<file path="src/core/fpf_pkg.sv">
// constants, field layouts and state types of the flash protection and fault block
package fpf_pkg;

  // register byte offsets on the avalon slave
  localparam logic [4:0] OFS_CONFIG = 5'h00;
  localparam logic [4:0] OFS_FAULT = 5'h04;
  localparam logic [4:0] OFS_PROTECT = 5'h08;
  localparam logic [4:0] OFS_STATUS = 5'h0C;
  localparam logic [4:0] OFS_CMD_OBJ = 5'h10;
  localparam logic [4:0] OFS_RESULT = 5'h14;
  localparam logic [4:0] OFS_INT_MASK = 5'h18;

  // field positions
  localparam int CFG_IGNORE_SF_BIT = 0;
  localparam int FAULT_SF_BIT = 0;
  localparam int FAULT_DF_BIT = 1;
  localparam int STAT_VIOL_BIT = 4;
  localparam int STAT_COMMAND_COMPLETE_FLAG_BIT = 7;
  localparam int RES_REJECT_BIT = 8;

  // reset values
  localparam logic [7:0] CONFIG_RST = 8'h00;
  localparam logic [1:0] FAULT_RST = 2'h0;
  localparam logic [1:0] MASK_RST = 2'h0;
  localparam logic [7:0] PROTECT_RST = 8'h00;
  localparam logic [7:0] PROTECT_FULL = 8'h3F;

  // program flash map, 18-bit global addresses
  localparam logic [17:0] PF_BASE = 18'h38000;
  localparam logic [17:0] PF_TOP = 18'h3FFFF;
  localparam logic [17:0] PROT_BYTE_ADDR = 18'h3FF0C;
  localparam logic [17:0] LOWER_UNIT = 18'h00400;
  localparam logic [17:0] UPPER_UNIT = 18'h00800;

  // command codes
  localparam logic [7:0] CMD_PF_PROGRAM = 8'h06;
  localparam logic [7:0] CMD_PF_ERASE_BLOCK = 8'h09;
  localparam logic [7:0] CMD_PF_ERASE_SECTOR = 8'h0A;
  localparam logic [7:0] CMD_SET_MARGIN = 8'h0E;
  localparam logic [7:0] CMD_DF_VERIFY = 8'h10;
  localparam logic [7:0] CMD_DF_PROGRAM = 8'h11;
  localparam logic [7:0] CMD_DF_ERASE = 8'h12;

  // cycle budgets, memory bus clock unless noted as op clock
  localparam logic [23:0] MARGIN_BUS_CYC = 24'd350;
  localparam logic [23:0] VERIFY_BUS_CYC = 24'd450;
  localparam logic [23:0] DPGM_OP_BASE = 24'd14;
  localparam logic [23:0] DPGM_OP_WORD = 24'd54;
  localparam logic [23:0] DPGM_OP_ROW = 24'd14;
  localparam logic [23:0] DPGM_BUS_BASE = 24'd500;
  localparam logic [23:0] DPGM_BUS_WORD = 24'd525;
  localparam logic [23:0] DPGM_BUS_WORD_MAX = 24'd750;
  localparam logic [23:0] DPGM_BUS_ROW = 24'd100;
  localparam logic [23:0] DERA_OP_CYC = 24'd5025;
  localparam logic [23:0] DERA_OP_CYC_MAX = 24'd20100;
  localparam logic [23:0] DERA_BUS_CYC = 24'd700;
  localparam logic [23:0] DERA_BUS_CYC_MAX = 24'd3400;
  localparam logic [23:0] PF_CMD_CYC = 24'd64;

  // protection register layout
  typedef struct packed {
    logic open_sel;
    logic rsvd;
    logic upper_disable;
    logic [1:0] upper_size_sel;
    logic lower_disable;
    logic [1:0] lower_protect_size_sel;
  } fpf_prot_s;

  // command object layout
  typedef struct packed {
    logic [17:0] addr;
    logic boundary;
    logic [2:0] words;
    logic [7:0] code;
  } fpf_cmd_s;

  typedef enum logic [1:0] {
    ST_LOAD = 2'h0,
    ST_IDLE = 2'h1,
    ST_RUN = 2'h3,
    ST_DONE = 2'h2
  } fpf_state_e;

endpackage : fpf_pkg

</file>
<file path="src/core/fpf_top.sv">
// flash protection, fault status and command sequencer with avalon slave
//
// Implementation choices: the Avalon-MM register port and the address map.
`timescale 1ns/1ps
`default_nettype none
module fpf_top #(
  parameter int OP_DIV = 4,
  parameter int DERA_OP_CYCLES = 5025,
  parameter int DERA_BUS_CYCLES = 700
) (
  // clock and reset
  input wire logic sys_clk_i,
  input wire logic reset_n_i,
  // avalon-mm slave
  input wire logic [4:0] avm_address_i,
  input wire logic avm_read_i,
  input wire logic avm_write_i,
  input wire logic [3:0] avm_byteenable_i,
  input wire logic [31:0] avm_writedata_i,
  output logic [31:0] avm_readdata_o,
  output logic avm_waitrequest_o,
  // protection byte fetch during reset sequence
  input wire logic prot_valid_i,
  input wire logic [7:0] prot_byte_i,
  input wire logic prot_double_i,
  output logic prot_req_o,
  // array read fault report, same clock domain
  input wire logic arr_rd_valid_i,
  input wire logic arr_rd_single_i,
  input wire logic arr_rd_double_i,
  output logic cmd_busy_o,
  // interrupt
  output logic irq_o
);

  fpf_pkg::fpf_state_e state_reg;
  fpf_pkg::fpf_state_e state_next;
  logic wait_reg;
  logic [31:0] rdata_reg;
  logic irq_reg;
  logic [7:0] config_reg;
  logic [1:0] fault_reg;
  logic [1:0] mask_reg;
  fpf_pkg::fpf_prot_s prot_reg;
  logic command_complete_flag_reg;
  logic viol_reg;
  fpf_pkg::fpf_cmd_s cmd_reg;
  logic [8:0] result_reg;
  logic [23:0] cnt_reg;
  logic reject_reg;

  logic ack;
  logic wr_ack;
  logic [31:0] wmask;
  logic [31:0] wdata;
  logic launch;
  logic reject;
  logic [23:0] cycles;
  fpf_pkg::fpf_prot_s prot_wr;
  logic prot_ok;
  logic collide;
  logic sf_set;
  logic df_set;

  // request taken at the edge where waitrequest is seen low
  assign ack = (avm_read_i || avm_write_i) && !wait_reg;
  assign wr_ack = avm_write_i && !wait_reg;

  // lanes become one bit mask that every write path shares
  always_comb begin
    for (int i = 0; i < 4; i++) begin
      wmask[i*8 +: 8] = {8{avm_byteenable_i[i]}};
    end
  end

  assign wdata = avm_writedata_i & wmask;

  // bus ack: waitrequest drops for exactly one cycle per request
  always_ff @(posedge sys_clk_i or negedge reset_n_i) begin
    if (!reset_n_i) begin
      wait_reg <= 1'b1;
    end else if ((avm_read_i || avm_write_i) && wait_reg) begin
      wait_reg <= 1'b0;
    end else begin
      wait_reg <= 1'b1;
    end
  end

  // read data is captured one cycle ahead and held through the ack
  // the fixed wait state buys a registered read path off the decode
  always_ff @(posedge sys_clk_i or negedge reset_n_i) begin
    if (!reset_n_i) begin
      rdata_reg <= 32'h0000_0000;
    end else if (avm_read_i && wait_reg) begin
      case (avm_address_i)
        fpf_pkg::OFS_CONFIG: rdata_reg <= {24'h000000, config_reg};
        fpf_pkg::OFS_FAULT: rdata_reg <= {30'h0, fault_reg};
        fpf_pkg::OFS_PROTECT: rdata_reg <= {24'h000000, prot_reg};
        fpf_pkg::OFS_STATUS: begin
          rdata_reg <= 32'h0000_0000;
          rdata_reg[fpf_pkg::STAT_COMMAND_COMPLETE_FLAG_BIT] <= command_complete_flag_reg;
          rdata_reg[fpf_pkg::STAT_VIOL_BIT] <= viol_reg;
        end
        fpf_pkg::OFS_CMD_OBJ: rdata_reg <= {2'h0, cmd_reg};
        fpf_pkg::OFS_RESULT: rdata_reg <= {23'h0, result_reg};
        fpf_pkg::OFS_INT_MASK: rdata_reg <= {30'h0, mask_reg};
        default: rdata_reg <= 32'h0000_0000;
      endcase
    end
  end

  // configuration and interrupt mask
  always_ff @(posedge sys_clk_i or negedge reset_n_i) begin
    if (!reset_n_i) begin
      config_reg <= fpf_pkg::CONFIG_RST;
      mask_reg <= fpf_pkg::MASK_RST;
    end else if (wr_ack && avm_address_i == fpf_pkg::OFS_CONFIG) begin
      config_reg <= {7'h00, wdata[fpf_pkg::CFG_IGNORE_SF_BIT]};
    end else if (wr_ack && avm_address_i == fpf_pkg::OFS_INT_MASK) begin
      mask_reg <= wdata[1:0];
    end
  end

  // protected size index: 0 when disabled, else code plus one
  function automatic logic [2:0] lower_idx(input fpf_pkg::fpf_prot_s p);
    lower_idx = p.lower_disable ? 3'h0 : {1'b0, p.lower_protect_size_sel} + 3'h1;
  endfunction : lower_idx

  function automatic logic [2:0] upper_idx(input fpf_pkg::fpf_prot_s p);
    upper_idx = p.upper_disable ? 3'h0 : {1'b0, p.upper_size_sel} + 3'h1;
  endfunction : upper_idx

  // true when a program flash address lies in a protected area
  function automatic logic is_protected(input logic [17:0] a,
                                        input fpf_pkg::fpf_prot_s p);
    logic [17:0] lsize;
    logic [17:0] usize;
    lsize = fpf_pkg::LOWER_UNIT << p.lower_protect_size_sel;
    usize = fpf_pkg::UPPER_UNIT << p.upper_size_sel;
    is_protected = 1'b0;
    if (a >= fpf_pkg::PF_BASE) begin
      // open select clear overrides both region fields
      if (!p.open_sel) begin
        is_protected = 1'b1;
      end else if (!p.lower_disable && a < fpf_pkg::PF_BASE + lsize) begin
        is_protected = 1'b1;
      end else if (!p.upper_disable && a > fpf_pkg::PF_TOP - usize) begin
        is_protected = 1'b1;
      end
    end
  endfunction : is_protected

  // a write may only keep or enlarge the protected region
  assign prot_wr = fpf_pkg::fpf_prot_s'({wdata[7], 1'b0, wdata[5:0]});
  assign prot_ok = (prot_wr.open_sel <= prot_reg.open_sel) &&
                   (lower_idx(prot_wr) >= lower_idx(prot_reg)) &&
                   (upper_idx(prot_wr) >= upper_idx(prot_reg));

  // protection register: loaded after reset, then only tightened
  always_ff @(posedge sys_clk_i or negedge reset_n_i) begin
    if (!reset_n_i) begin
      prot_reg <= fpf_pkg::PROTECT_RST;
    end else if (state_reg == fpf_pkg::ST_LOAD && prot_valid_i) begin
      if (prot_double_i) begin
        prot_reg <= fpf_pkg::PROTECT_FULL;
      end else begin
        prot_reg <= {prot_byte_i[7], 1'b0, prot_byte_i[5:0]};
      end
    end else if (wr_ack && avm_address_i == fpf_pkg::OFS_PROTECT &&
                 avm_byteenable_i[0] && prot_ok) begin
      prot_reg <= prot_wr;
    end
  end

  // fault flags from array reads
  // collision is any array read while a command counts, whatever the data
  assign collide = arr_rd_valid_i && state_reg == fpf_pkg::ST_RUN;
  assign df_set = arr_rd_valid_i && (collide || arr_rd_double_i);
  assign sf_set = arr_rd_valid_i && !config_reg[fpf_pkg::CFG_IGNORE_SF_BIT] &&
                  (collide || (arr_rd_single_i && !arr_rd_double_i));

  // set wins over a simultaneous write-one clear
  always_ff @(posedge sys_clk_i or negedge reset_n_i) begin
    if (!reset_n_i) begin
      fault_reg <= fpf_pkg::FAULT_RST;
    end else begin
      for (int i = 0; i < 2; i++) begin
        if ((i == fpf_pkg::FAULT_DF_BIT) ? df_set : sf_set) begin
          fault_reg[i] <= 1'b1;
        end else if (wr_ack && avm_address_i == fpf_pkg::OFS_FAULT &&
                     wdata[i]) begin
          fault_reg[i] <= 1'b0;
        end
      end
    end
  end

  always_ff @(posedge sys_clk_i or negedge reset_n_i) begin
    if (!reset_n_i) begin
      // level interrupt one cycle behind the flags; software clears the cause
      irq_reg <= 1'b0;
    end else begin
      irq_reg <= |(fault_reg & mask_reg);
    end
  end

  // command object is writable only while no command runs
  // per-lane merge lets code and address be written separately
  always_ff @(posedge sys_clk_i or negedge reset_n_i) begin
    if (!reset_n_i) begin
      cmd_reg <= '0;
    end else if (wr_ack && avm_address_i == fpf_pkg::OFS_CMD_OBJ &&
                 command_complete_flag_reg) begin
      cmd_reg <= fpf_pkg::fpf_cmd_s'((cmd_reg & ~wmask[29:0]) | wdata[29:0]);
    end
  end

  // launch by writing one to the complete flag while it is set
  assign launch = wr_ack && avm_address_i == fpf_pkg::OFS_STATUS &&
                  wdata[fpf_pkg::STAT_COMMAND_COMPLETE_FLAG_BIT] && command_complete_flag_reg &&
                  state_reg == fpf_pkg::ST_IDLE;

  // rejection uses the protection seen at the launch edge
  always_comb begin
    reject = 1'b0;
    case (cmd_reg.code)
      fpf_pkg::CMD_PF_PROGRAM,
      fpf_pkg::CMD_PF_ERASE_SECTOR: begin
        reject = is_protected(cmd_reg.addr, prot_reg);
      end
      fpf_pkg::CMD_PF_ERASE_BLOCK: begin
        reject = !prot_reg.open_sel || lower_idx(prot_reg) != 3'h0 ||
                 upper_idx(prot_reg) != 3'h0;
      end
      default: reject = 1'b0;
    endcase
  end

  // cycle budget of the launched command, minus two for the count down
  // op clock figures scale by OP_DIV; bus cost uses the typical word figure
  always_comb begin
    logic [23:0] nw;
    logic [23:0] bc;
    logic [23:0] div;
    nw = {21'h0, cmd_reg.words};
    bc = {23'h0, cmd_reg.boundary};
    div = 24'(OP_DIV);
    case (cmd_reg.code)
      fpf_pkg::CMD_SET_MARGIN: begin
        cycles = fpf_pkg::MARGIN_BUS_CYC;
      end
      fpf_pkg::CMD_DF_VERIFY: begin
        cycles = fpf_pkg::VERIFY_BUS_CYC + nw;
      end
      fpf_pkg::CMD_DF_PROGRAM: begin
        cycles = 24'((fpf_pkg::DPGM_OP_BASE + fpf_pkg::DPGM_OP_WORD * nw +
                      fpf_pkg::DPGM_OP_ROW * bc) * div) +
                 24'(fpf_pkg::DPGM_BUS_BASE + fpf_pkg::DPGM_BUS_WORD * nw +
                     fpf_pkg::DPGM_BUS_ROW * bc);
      end
      fpf_pkg::CMD_DF_ERASE: begin
        cycles = 24'(24'(DERA_OP_CYCLES) * div) +
                 24'(DERA_BUS_CYCLES);
      end
      default: cycles = fpf_pkg::PF_CMD_CYC;
    endcase
  end

  // done lasts one cycle so results post together with the complete flag
  always_comb begin
    state_next = state_reg;
    case (state_reg)
      fpf_pkg::ST_LOAD: begin
        if (prot_valid_i) begin
          state_next = fpf_pkg::ST_IDLE;
        end
      end
      fpf_pkg::ST_IDLE: begin
        if (launch) begin
          state_next = reject ? fpf_pkg::ST_DONE : fpf_pkg::ST_RUN;
        end
      end
      fpf_pkg::ST_RUN: begin
        if (cnt_reg == 24'h000000) begin
          state_next = fpf_pkg::ST_DONE;
        end
      end
      fpf_pkg::ST_DONE: state_next = fpf_pkg::ST_IDLE;
      default: state_next = fpf_pkg::ST_IDLE;
    endcase
  end

  always_ff @(posedge sys_clk_i or negedge reset_n_i) begin
    if (!reset_n_i) begin
      // start in load so no command runs on an unknown protection
      state_reg <= fpf_pkg::ST_LOAD;
    end else begin
      state_reg <= state_next;
    end
  end

  // count down the budget; done state follows the last counted cycle
  // a budget under two cycles would wrap; every code here is longer
  always_ff @(posedge sys_clk_i or negedge reset_n_i) begin
    if (!reset_n_i) begin
      cnt_reg <= 24'h000000;
      reject_reg <= 1'b0;
    end else if (launch) begin
      cnt_reg <= cycles - 24'h000002;
      reject_reg <= reject;
    end else if (state_reg == fpf_pkg::ST_RUN && cnt_reg != 24'h000000) begin
      cnt_reg <= cnt_reg - 24'h000001;
    end
  end

  // complete flag low from launch until results are posted
  always_ff @(posedge sys_clk_i or negedge reset_n_i) begin
    if (!reset_n_i) begin
      command_complete_flag_reg <= 1'b0;
      result_reg <= 9'h000;
    end else if (state_reg == fpf_pkg::ST_LOAD) begin
      command_complete_flag_reg <= prot_valid_i;
    end else if (launch) begin
      command_complete_flag_reg <= 1'b0;
    end else if (state_reg == fpf_pkg::ST_DONE) begin
      command_complete_flag_reg <= 1'b1;
      result_reg <= {reject_reg, cmd_reg.code};
    end
  end

  // violation flag: set on rejection, set wins over write-one clear
  always_ff @(posedge sys_clk_i or negedge reset_n_i) begin
    if (!reset_n_i) begin
      viol_reg <= 1'b0;
    end else if (launch && reject) begin
      viol_reg <= 1'b1;
    end else if (wr_ack && avm_address_i == fpf_pkg::OFS_STATUS &&
                 wdata[fpf_pkg::STAT_VIOL_BIT]) begin
      viol_reg <= 1'b0;
    end
  end

  always_ff @(posedge sys_clk_i or negedge reset_n_i) begin
    if (!reset_n_i) begin
      // built from state_next so both outputs line up with state_reg after the first edge out of reset
      cmd_busy_o <= 1'b0;
      prot_req_o <= 1'b0;
    end else begin
      cmd_busy_o <= state_next == fpf_pkg::ST_RUN;
      prot_req_o <= state_next == fpf_pkg::ST_LOAD;
    end
  end

  assign avm_readdata_o = rdata_reg;
  assign avm_waitrequest_o = wait_reg;
  assign irq_o = irq_reg;

endmodule : fpf_top
`default_nettype wire

</file>
<file path="config.mk">
export PLATFORM = sky130hd
export DESIGN_NAME = fpf_top
export DESIGN_NICKNAME = d
export VERILOG_FILES = /design/src/core/fpf_pkg.sv /design/src/core/fpf_top.sv
export SDC_FILE = /design/constraint.sdc
export NUM_CORES = 1
export LEC_CHECK = 0
export BUFFER_PORTS_ARGS = -buffer_cell sky130_fd_sc_hd__buf_4
export CELL_PAD_IN_SITES_DETAIL_PLACEMENT = 1
export CELL_PAD_IN_SITES_GLOBAL_PLACEMENT = 1
export CORE_ASPECT_RATIO = 1.1
export CORE_MARGIN = 3
export CORE_UTILIZATION = 35
export CTS_BUF_LIST = sky130_fd_sc_hd__clkbuf_8
export DETAILED_ROUTE_END_ITERATION = 6
export HOLD_SLACK_MARGIN = 0.08
export PLACE_DENSITY_LB_ADDON = 0.1
export SETUP_SLACK_MARGIN = 0.4
export SLEW_MARGIN = 25
export SYNTH_ARGS = -nofsm -noshare
export SYNTH_HDL_FRONTEND = slang
export SYNTH_SLANG_ARGS = --single-unit
</file>
<file path="constraint.sdc">
create_clock -name sys_clk_i -period 15 [get_ports sys_clk_i]
set_clock_uncertainty 0.15 [all_clocks]
set_input_delay 3.75 -clock sys_clk_i [delete_from_list [all_inputs] [get_ports sys_clk_i]]
set_output_delay 3.75 -clock sys_clk_i [all_outputs]
set_load 0.02 [all_outputs]
</file>
# After elaboration in Yosys (flattened, before gate mapping)
# Cells that the tools add are included.
word_totals:
  in_bits: 58
  ram_bits: 0
  reg_bits: 117
  out_inout_bits: 36
  latch_bits: 0
  mem_bits_ro: 0
  memories: 0
  word_cells: 165
classes:
  bitwise_logic: 8
  multipliers: 4
  div_mod_pow: 0
  reduce_logical: 58
  muxes: 31
  shifts: 2
  n_eq_ne: 17
  n_lt_le_gt_ge: 6
  n_addsub: 14
ops:
  columns: ["operator", "n"]
  rows:
  - ["one-hot mux 30 bit (7 select lines)", 1]
  - ["one-hot mux 16 bit (4 select lines)", 1]
  - ["AND 30 bit", 2]
  - ["2-to-1 mux 24 bit", 2]
  - ["logical AND 1 bit", 30]
  - ["inverter 30 bit", 1]
  - ["OR 30 bit", 1]
  - ["== test 8 x 4 -> 1 bit, second input constant", 3]
  - ["== test 8 x 5 -> 1 bit, second input constant", 3]
  - ["logical NOT 24 bit", 1]
  - ["2-to-1 mux 8 bit", 3]
  - ["nonzero test 24 bit", 1]
  - ["subtractor 24 x 1 -> 24 bit, second input constant", 1]
  - ["subtractor 24 x 2 -> 24 bit, second input constant", 1]
  - ["adder 18 bit, first input constant", 1]
  - ["greater-or-equal comparator 18 bit, second input constant", 1]
  - ["greater-than comparator 18 bit", 1]
  - ["less-than comparator 18 bit", 1]
  - ["<< shifter 11 x 2 -> 18 bit, first input constant", 1]
  - ["<< shifter 12 x 2 -> 18 bit, first input constant", 1]
  - ["subtractor 18 bit, first input constant", 1]
  - ["adder 13 x 15 -> 16 bit", 1]
  - ["adder 14 x 8 -> 15 bit", 1]
  - ["== test 5 bit, second input constant", 3]
  - ["32 further kinds", 77]

# Depth between registers and ports, before layout
# Gate-level depths: netlist of run 1.
depth:
  word_depth: 13
  depth_mapped: 20
  mapped_depth_nobuf: 20

# Worst setup path before layout of run 1
# Ideal clock, no wire load.
synth_path:
  kind: "in2reg"
  startpoint: "input avm_byteenable_i[0]"
  endpoint: "register prot_reg[0] (netlist bit)"
  cell_stages: 13
  slack_ns: 8.894
  required_ns: 14.713
  t_arrival_ns: 5.819
  setup_time_ns: 0.137
  path_buffers: 3
  path_cell_list: "clkbuf_1 nand2_1 inv_1 ha_1 and2_1 ha_1 a21o_1 a21oi_1 or3_1 clkbuf_1 buf_2 a21oi_1 a21oi_1"
synth_via:
  elab_chain_cells: 8
  word_cells_on_any_way: 15
  cone_classes: "add/sub: 2; order compare: 3; mux: 4; bitwise: 1; reduce/logical: 5"
synth_rtl:
  columns: ["item", "line", "source"]
  rows:
  - ["start, declared", "fpf_top.sv:18", "input wire logic [3:0] avm_byteenable_i,"]
  - ["AND 30 bit (*)", "fpf_top.sv:76", "assign wdata = avm_writedata_i & wmask;"]
  - ["named net wdata[0]", "fpf_top.sv:55", "logic [31:0] wdata;"]
  - ["adder 2 x 1 -> 3 bit", "fpf_top.sv:126", "lower_idx = p.lower_disable ? 3'h0 : {1'b0, p.lower_protect_size_sel} + 3'h1;"]
  - ["2-to-1 mux 3 bit", "fpf_top.sv:126", null]
  - ["greater-or-equal comparator 3 bit", "fpf_top.sv:156", "(lower_idx(prot_wr) >= lower_idx(prot_reg)) &&"]
  - ["logical AND 1 bit", "fpf_top.sv:155", "assign prot_ok = (prot_wr.open_sel <= prot_reg.open_sel) &&"]
  - ["logical AND 1 bit", "fpf_top.sv:156", null]
  - ["logical AND 1 bit", "fpf_top.sv:170", "avm_byteenable_i[0] && prot_ok) begin"]
  - ["nonzero test 2 bit (no line)", null, null]
  - ["end signal, assigned", "fpf_top.sv:162", "prot_reg <= fpf_pkg::PROTECT_RST;"]
  - ["end signal, assigned", "fpf_top.sv:165", "prot_reg <= fpf_pkg::PROTECT_FULL;"]
  - ["end signal, assigned", "fpf_top.sv:171", "prot_reg <= prot_wr;"]
  - ["end, declared", "fpf_top.sv:44", "fpf_pkg::fpf_prot_s prot_reg;"]
# Mark *: on every way through the listed nets, which the timed path passes. The rest lies on a longest branch. The select of a mux whose other input is x is not followed.
# A chain may end at the register's enable or synchronous reset.

==> results.json, run 1 <==
{
  "status": "completed",
  "gp_congestion": 0.8083,
  "critical_path_required_ps": 15240,
  "worst_hold_slack_ps": 337.5,
  "die_h_microns": 161.1,
  "fin_crit_sh": 0.4285,
  "async_flop_share": 1.000,
  "place_hpwl_microns": 16850,
  "cts_buffers": 17,
  "clk_pin_slew_ps": 80,
  "reg2regPathDepth": 19,
  "power_mw": 1.002,
  "max_freq_ghz": 0.1556,
  "antenna_found_initial": 0,
  "cp-end-kind": "flop",
  "synth_top_area_cell": "dfrtp_1",
  "clockBufferDepth": 2,
  "synth_area_leaders": "dfrtp_1 37%, ha_1 11%, nand2_1 5.3%, mux2_2 4.1%, o21ai_0 4.0%",
  "drv_cap": 0,
  "clock_latency_ps": 450,
  "avgRoutedWirePerCell_microns": 18.21,
  "postSynth.topFlopCell": "dfrtp_1",
  "post_cts_resized": 0,
  "setup.worst_path.start_class": "flop",
  "grt_use_total": 0.1923,
  "dr.pass1.iters": 5,
  "clock_sinks": 114,
  "ys_warn_count": 0,
  "cts_root_buf": "clkbuf_8",
  "multi_input_area_sq_um": 4511,
  "ctsHoldBuffers": 0,
  "drtIter0Drc": 249,
  "worstHoldStart": "avm_readdata_o[15]$_DFFE_PN0P_",
  "slew_violations": 0,
  "post-cts-setup-buffers": 0,
  "vias_per_cell": 5.370,
  "ios": 94,
  "htree_levels": 4,
  "synth_area_per_cell_sq_um": 9.183,
  "hold_viol": 0,
  "synth_edf_count": 0,
  "drc": 0,
  "syn_to_final_growth_pct": 17.86,
  "hold_path_class": "reg2reg",
  "synth_cell_type_count": 76,
  "setup-tns-final_ps": 0,
  "layout_common_cells": "113 x dfrtp_1, 108 x nand2_1, 92 x buf_4, 65 x ha_1, 61 x o21ai_0",
  "nets": 1046,
  "arrival_ps": 6670,
  "placedInstanceArea_sq_um": 8587,
  "worstPathMaxFanout": 14,
  "grt_pass1_vias": 7111,
  "layout_commonest_cell": "dfrtp_1",
  "slew_headroom": 0.4475,
  "grt_pass1_wl_microns": 36690,
  "powerDensity_nw_per_um2": 111.1,
  "layout.area.seq_sq_um": 2854,
  "reg2reg_slack_ps": 8570,
  "fill_cells": 2470,
  "syn_inst": 833,
  "coreArea_sq_um": 21370,
  "grt_max_degree": 80,
  "drive_above_1_share": 0.1866,
  "synth_top_area_share": 0.3696,
  "ys_ff_latch": 114,
  "grt_setup_unrepaired": "false",
  "die_area_sq_um": 23670,
  "wl_microns": 22160,
  "io_buffers": 88,
  "cts_tree": "yes",
  "min_to": "avm_readdata_o[15]$_DFFE_PN0P_",
  "vias": 6535,
  "hold_depth": 2,
  "ys_seq_area_frac": 0.3731,
  "design_area_sq_um": 9016,
  "tightest_slew_ps": 821.2,
  "path_class": "reg2reg",
  "antenna_left": 0,
  "n_antenna_cell": 0,
  "overflow": 0,
  "syn_area_sq_um": 7650,
  "ir_drop_mv": 0.06062,
  "r2r_end": "cnt_reg[23]$_DFFE_PN0P_",
  "setup_viol": 0,
  "dieWidth_microns": 147.0,
  "rows": 56,
  "finalCriticalPeriod_ps": 6427,
  "initial_core_util": 0.3580,
  "leakage_nw": 4.197
}
==> cell usage after synthesis (all sizes together) (3+ instances only) <==
library cell    n
a211oi          8
a22o            4
nor4           14
nand3          13
o21a            8
nor3b           4
xor2           18
nand3b          6
mux2           35
a21oi          61
nor2b           6
xnor2          15
ha             65
nand2b         13
a31o            4
nand2         108
nand4          13
inv            43
or4             4
buf            12
clkbuf         20
a31oi           4
a22oi           4
and2           11
o21ai          65
a41o            6
nor2           57
a21o           10
dfrtp         113
a2111oi         3
mux2i           3
or3             6
nor3           24
o211ai          4
fa              9
==> how the worst max path moves through the flow <==
| stage | end | slack [ps] |
|---|---|---|
| global route | cnt_reg[23]$_DFFE_PN0P_ | 8060 |
| detailed placement | cnt_reg[23]$_DFFE_PN0P_ | 8590 |
| floorplan | prot_reg[0]$_DFFE_PN0P_ | 8890 |
| CTS | cnt_reg[23]$_DFFE_PN0P_ | 8510 |
| global placement | flop | 8650 |
| finish | cnt_reg[23]$_DFFE_PN0P_ | 8570 |
==> kinds of logic after synthesis <==
| logic type | Yosys count | share of synthesized area |
|---|---|---|
| flip-flops | 114 | 0.3731 |
| multiplexers | 38 | 0.05545 |
| AO/OA/AOI/OAI | 207 | 0.1750 |
| adder cells (fa/ha/maj) | 74 | 0.1299 |
| AND/OR/NAND/NOR | 291 | 0.1891 |
| XOR/XNOR | 33 | 0.03778 |
| buffers and inverters | 75 | 0.03925 |
| other | 1 | 0.0004902 |
==> where the power goes <==
| part | leakage (nW) | switching [mW] | internal, mW |
|---|---|---|---|
| sequential | 1.51 | 0.0246 | 0.326 |
| combinational | 2.48 | 0.206 | 0.133 |
| clock | 0.202 | 0.142 | 0.170 |
| total | 4.20 | 0.373 | 0.629 |
==> layout make-up <==
| cell class | instances | share of cell area |
|---|---|---|
| clock buffer | 18 | 0.02748 |
| clock inverter | 14 | 0.01971 |
| multi-input combinational | 645 | 0.5003 |
| inverter | 43 | 0.01790 |
| sequential | 114 | 0.3165 |
| tap | 290 | 0.04024 |
| timing repair buffer | 93 | 0.07785 |
==> metrics by stage <==
step / utilization / cells / setup slack, ps
2_1_floorplan: - / 834 / 8894
3_3_place_gp: 0.4018 / 1185 / 8652
3_5_place_dp: 0.4018 / 1185 / 8593
4_1_cts: 0.4217 / 1217 / 8514
5_1_grt: 0.4219 / 1217 / 8060
6_report: 0.4219 / 1217 / 8573
==> routing by layer <==
| metal | track usage | up-vias | wire [microns] |
|---|---|---|---|
| met5 | 0 | - | 0 |
| li1 | - | 3139 | - |
| met2 | 0.3452 | 97 | 11510 |
| met3 | 0.03002 | 33 | 483 |
| met4 | 0.06441 | 0 | 512 |
| met1 | 0.2359 | 3266 | 9661 |
==> worst max-delay path, stage by stage, from the launching register on <==
cell and delay (ps):
dfrtp_1 700, inv_1 170, ha_1 470, xor2_1 510, xnor2_1 210, fa_1 500
xor2_1 180, ha_1 270, inv_1 40, ha_1 260, inv_1 50, fa_1 480
ha_1 360, a211oi_1 410, o21ba_2 230, o22ai_1 200, a2111oi_4 490, nand4_1 350
o21ai_1 190, o21a_1 140
Note: power is estimated with default switching activity, not from simulation.
==> run 2: changes to the inputs <==
--- a/config.mk
+++ b/config.mk
@@ -5,6 +5,7 @@
 export SDC_FILE = /design/constraint.sdc
 export NUM_CORES = 1
 export LEC_CHECK = 0
+export ABC_AREA = 1
 export BUFFER_PORTS_ARGS = -buffer_cell sky130_fd_sc_hd__buf_4
 export CELL_PAD_IN_SITES_DETAIL_PLACEMENT = 1
 export CELL_PAD_IN_SITES_GLOBAL_PLACEMENT = 1
==> constraint.sdc (replaced) <==
create_clock -name sys_clk_i -period 5.3 [get_ports sys_clk_i]
set_clock_uncertainty 0.15 [all_clocks]
set_input_delay 1.325 -clock sys_clk_i [delete_from_list [all_inputs] [get_ports sys_clk_i]]
set_output_delay 1.325 -clock sys_clk_i [all_outputs]
set_load 0.02 [all_outputs]
==> results.json, run 2 <==
{
  "setup_slack_ps": 544.3,
  "synth_top_area_share": 0.3589,
  "slowest_stage": "fa_2",
  "vias": 7167,
  "gp_congestion": 0.8035,
  "grt_pass1_vias": 7796,
  "setup_viol": 0,
  "grt_pass1_wl_microns": 39240,
  "layout_common_cells": "236 x nand2_1, 118 x buf_4, 115 x inv_1, 112 x dfrtp_1, 100 x nor2_1",
  "met2_length_microns": 12710,
  "dr.pass1.iters": 6,
  "path_class": "reg2reg",
  "initial_core_util": 0.3627,
  "wl_microns": 23900,
  "clk_pin_slew_ps": 70,
  "grt_setup_unrepaired": "false",
  "ios": 94,
  "synth_edf_count": 0,
  "dieWidth_microns": 149.1,
  "grt_use_total": 0.2020,
  "syn_area_sq_um": 7879,
  "r2r_end": "cnt_reg[14]$_DFFE_PN0P_",
  "reg2regPathDepth": 25,
  "vias_per_cell": 4.974,
  "antenna_found_initial": 0,
  "ys_ff_latch": 114,
  "worstHoldStart": "avm_readdata_o[13]$_DFFE_PN0P_",
  "final_util": 0.4513,
  "clockBufferDepth": 2,
  "async_flop_share": 1.000,
  "drc": 0,
  "cpPeakStageDelay_ps": 580,
  "critical_path_required_ps": 5510,
  "cts_buffers": 17,
  "status": "completed",
  "max_freq_ghz": 0.2103,
  "synth_area_leaders": "dfrtp_1 36%, nand2_1 12%, ha_1 10%, inv_1 5.8%, nor2_1 5.0%",
  "ir_drop_mv": 0.2190,
  "powerDensity_nw_per_um2": 373.8,
  "antenna_left": 0,
  "ctsHoldBuffers": 0,
  "htree_levels": 4,
  "cp-end-kind": "flop",
  "grt_max_degree": 44,
  "hold_viol": 0,
  "drv_cap": 0,
  "setup.worst_path.start_class": "flop",
  "drtIter0Drc": 263,
  "reg2reg_slack_ps": 540,
  "rows": 56,
  "die_h_microns": 163.4,
  "worstPathMaxFanout": 6,
  "fin_crit_sh": 0.8973,
  "postSynth.topFlopCell": "dfrtp_1",
  "wl_met1_microns": 10200,
  "syn_to_final_growth_pct": 24.41,
  "syn_inst": 1018,
  "cts_tree": "yes",
  "synth_commonest_cells": "249 x nand2_1, 122 x inv_1, 113 x dfrtp_1",
  "hold_path_class": "reg2reg",
  "place_hpwl_microns": 18240,
  "fill_cells": 2699,
  "leakage_nw": 5.003,
  "cts_root_buf": "clkbuf_8",
  "nets": 1270,
  "layout_commonest_cell": "nand2_1",
  "slew_headroom": 0.4539,
  "met3WireLength_microns": 667,
  "synth_cell_type_count": 52,
  "slew_violations": 0,
  "clock_sinks": 114,
  "synth_top_area_cell": "dfrtp_1",
  "highest_layer": "met4",
  "min_to": "avm_readdata_o[13]$_DFFE_PN0P_",
  "synth_most_common_cell": "nand2_1",
  "tightest_slew_ps": 813.6,
  "die_area_sq_um": 24350,
  "arrival_ps": 4970,
  "ys_warn_count": 0,
  "io_buffers": 88,
  "n_antenna_cell": 0,
  "synth_area_per_cell_sq_um": 7.739,
  "overflow": 0,
  "hold_depth": 2,
  "setup-tns-final_ps": 0,
  "ys_seq_area_frac": 0.3622,
  "clock_latency_ps": 440,
  "avgRoutedWirePerCell_microns": 16.58,
  "coreArea_sq_um": 21720,
  "finalCriticalPeriod_ps": 4756,
  "dp_slack_ps": 35.51,
  "drive_above_1_share": 0.2294
}
==> run 2: worst max path at each step <==
stage / cells after the start / start / endpoint / slack (ps)
2_1_floorplan: 27 / flop / cnt_reg[11]$_DFFE_PN0P_ / 460
3_3_place_gp: 24 / flop / cnt_reg[20]$_DFFE_PN0P_ / 150
3_5_place_dp: 25 / flop / cnt_reg[23]$_DFFE_PN0P_ / 40
4_1_cts: 23 / flop / cnt_reg[20]$_DFFE_PN0P_ / 420
5_1_grt: 22 / flop / cnt_reg[16]$_DFFE_PN0P_ / 300
6_report: 25 / flop / cnt_reg[14]$_DFFE_PN0P_ / 540
==> run 2: area by class of cell <==
| class | count | area, sq um | share of cell area |
|---|---|---|---|
| clock buffers | 17 | 234.0 | 0.02387 |
| multi-input cells | 756 | 4781 | 0.4877 |
| inverters | 127 | 481.7 | 0.04914 |
| flip-flops and latches | 114 | 2855 | 0.2913 |
| well taps | 290 | 362.8 | 0.03702 |
| repair buffers | 122 | 930.9 | 0.09497 |
| clock inverters | 15 | 156.4 | 0.01596 |
==> run 2: worst max-delay path: cells and delay by family (launching register included) <==
| kind | cells | cell delay (ps) |
|---|---|---|
| AOI/OAI and AO/OA | 2 | 320 |
| adders and majority gates | 6 | 2020 |
| buffers and inverters | 3 | 280 |
| DFF | 1 | 430 |
| and+or+nand+nor | 14 | 1490 |
==> run 2: report_power, final <==
part | internal, mW | leakage (nW) | switching (mW)
registers | 1.01 | 1.51 | 0.150
clock network | 0.421 | 0.197 | 0.413
logic | 0.705 | 3.30 | 0.967
total | 2.13 | 5.00 | 1.53
==> run 2: kinds of logic (layout without fill, tap and decap cells) <==
logic type	after synthesis	in the layout	share of synthesized area
compound gates	144	144	0.1077
xor+xnor	24	24	0.02668
fa+ha+maj	74	74	0.1261
buf+inv	149	281	0.07368
flops	114	114	0.3622
mux	24	24	0.03430
other cells	1	2	0.0004760
simple gates	488	488	0.2689
==> run 2: what timing repair did <==
| action | 4_1_cts | 5_1_grt |
|---|---|---|
| gates resized for setup | 24 | 53 |
| setup endpoints to repair | 16 | 16 |
| pin swaps | 14 | 29 |
| buffers inserted | 7 | 4 |
==> run 2: metal layers <==
layer  track usage  vias to the layer above
li1              -                     3570
met4       0.04744                        0
met2        0.3727                       96
met5             0                        -
met1        0.2444                     3477
met3       0.03441                       24
==> run 2: metrics by stage <==
stage	instances	total power [mW]	hold slack, ps	area [sq um]
after global routing	1441	3.996	357.9	9802
after CTS	1437	3.504	343.3	9517
after global placement	1398	2.524	309.2	8976
after detailed placement	1398	2.568	317.5	8976
final	1441	3.664	336.1	9802
after floorplan	1019	2.141	292.9	7884
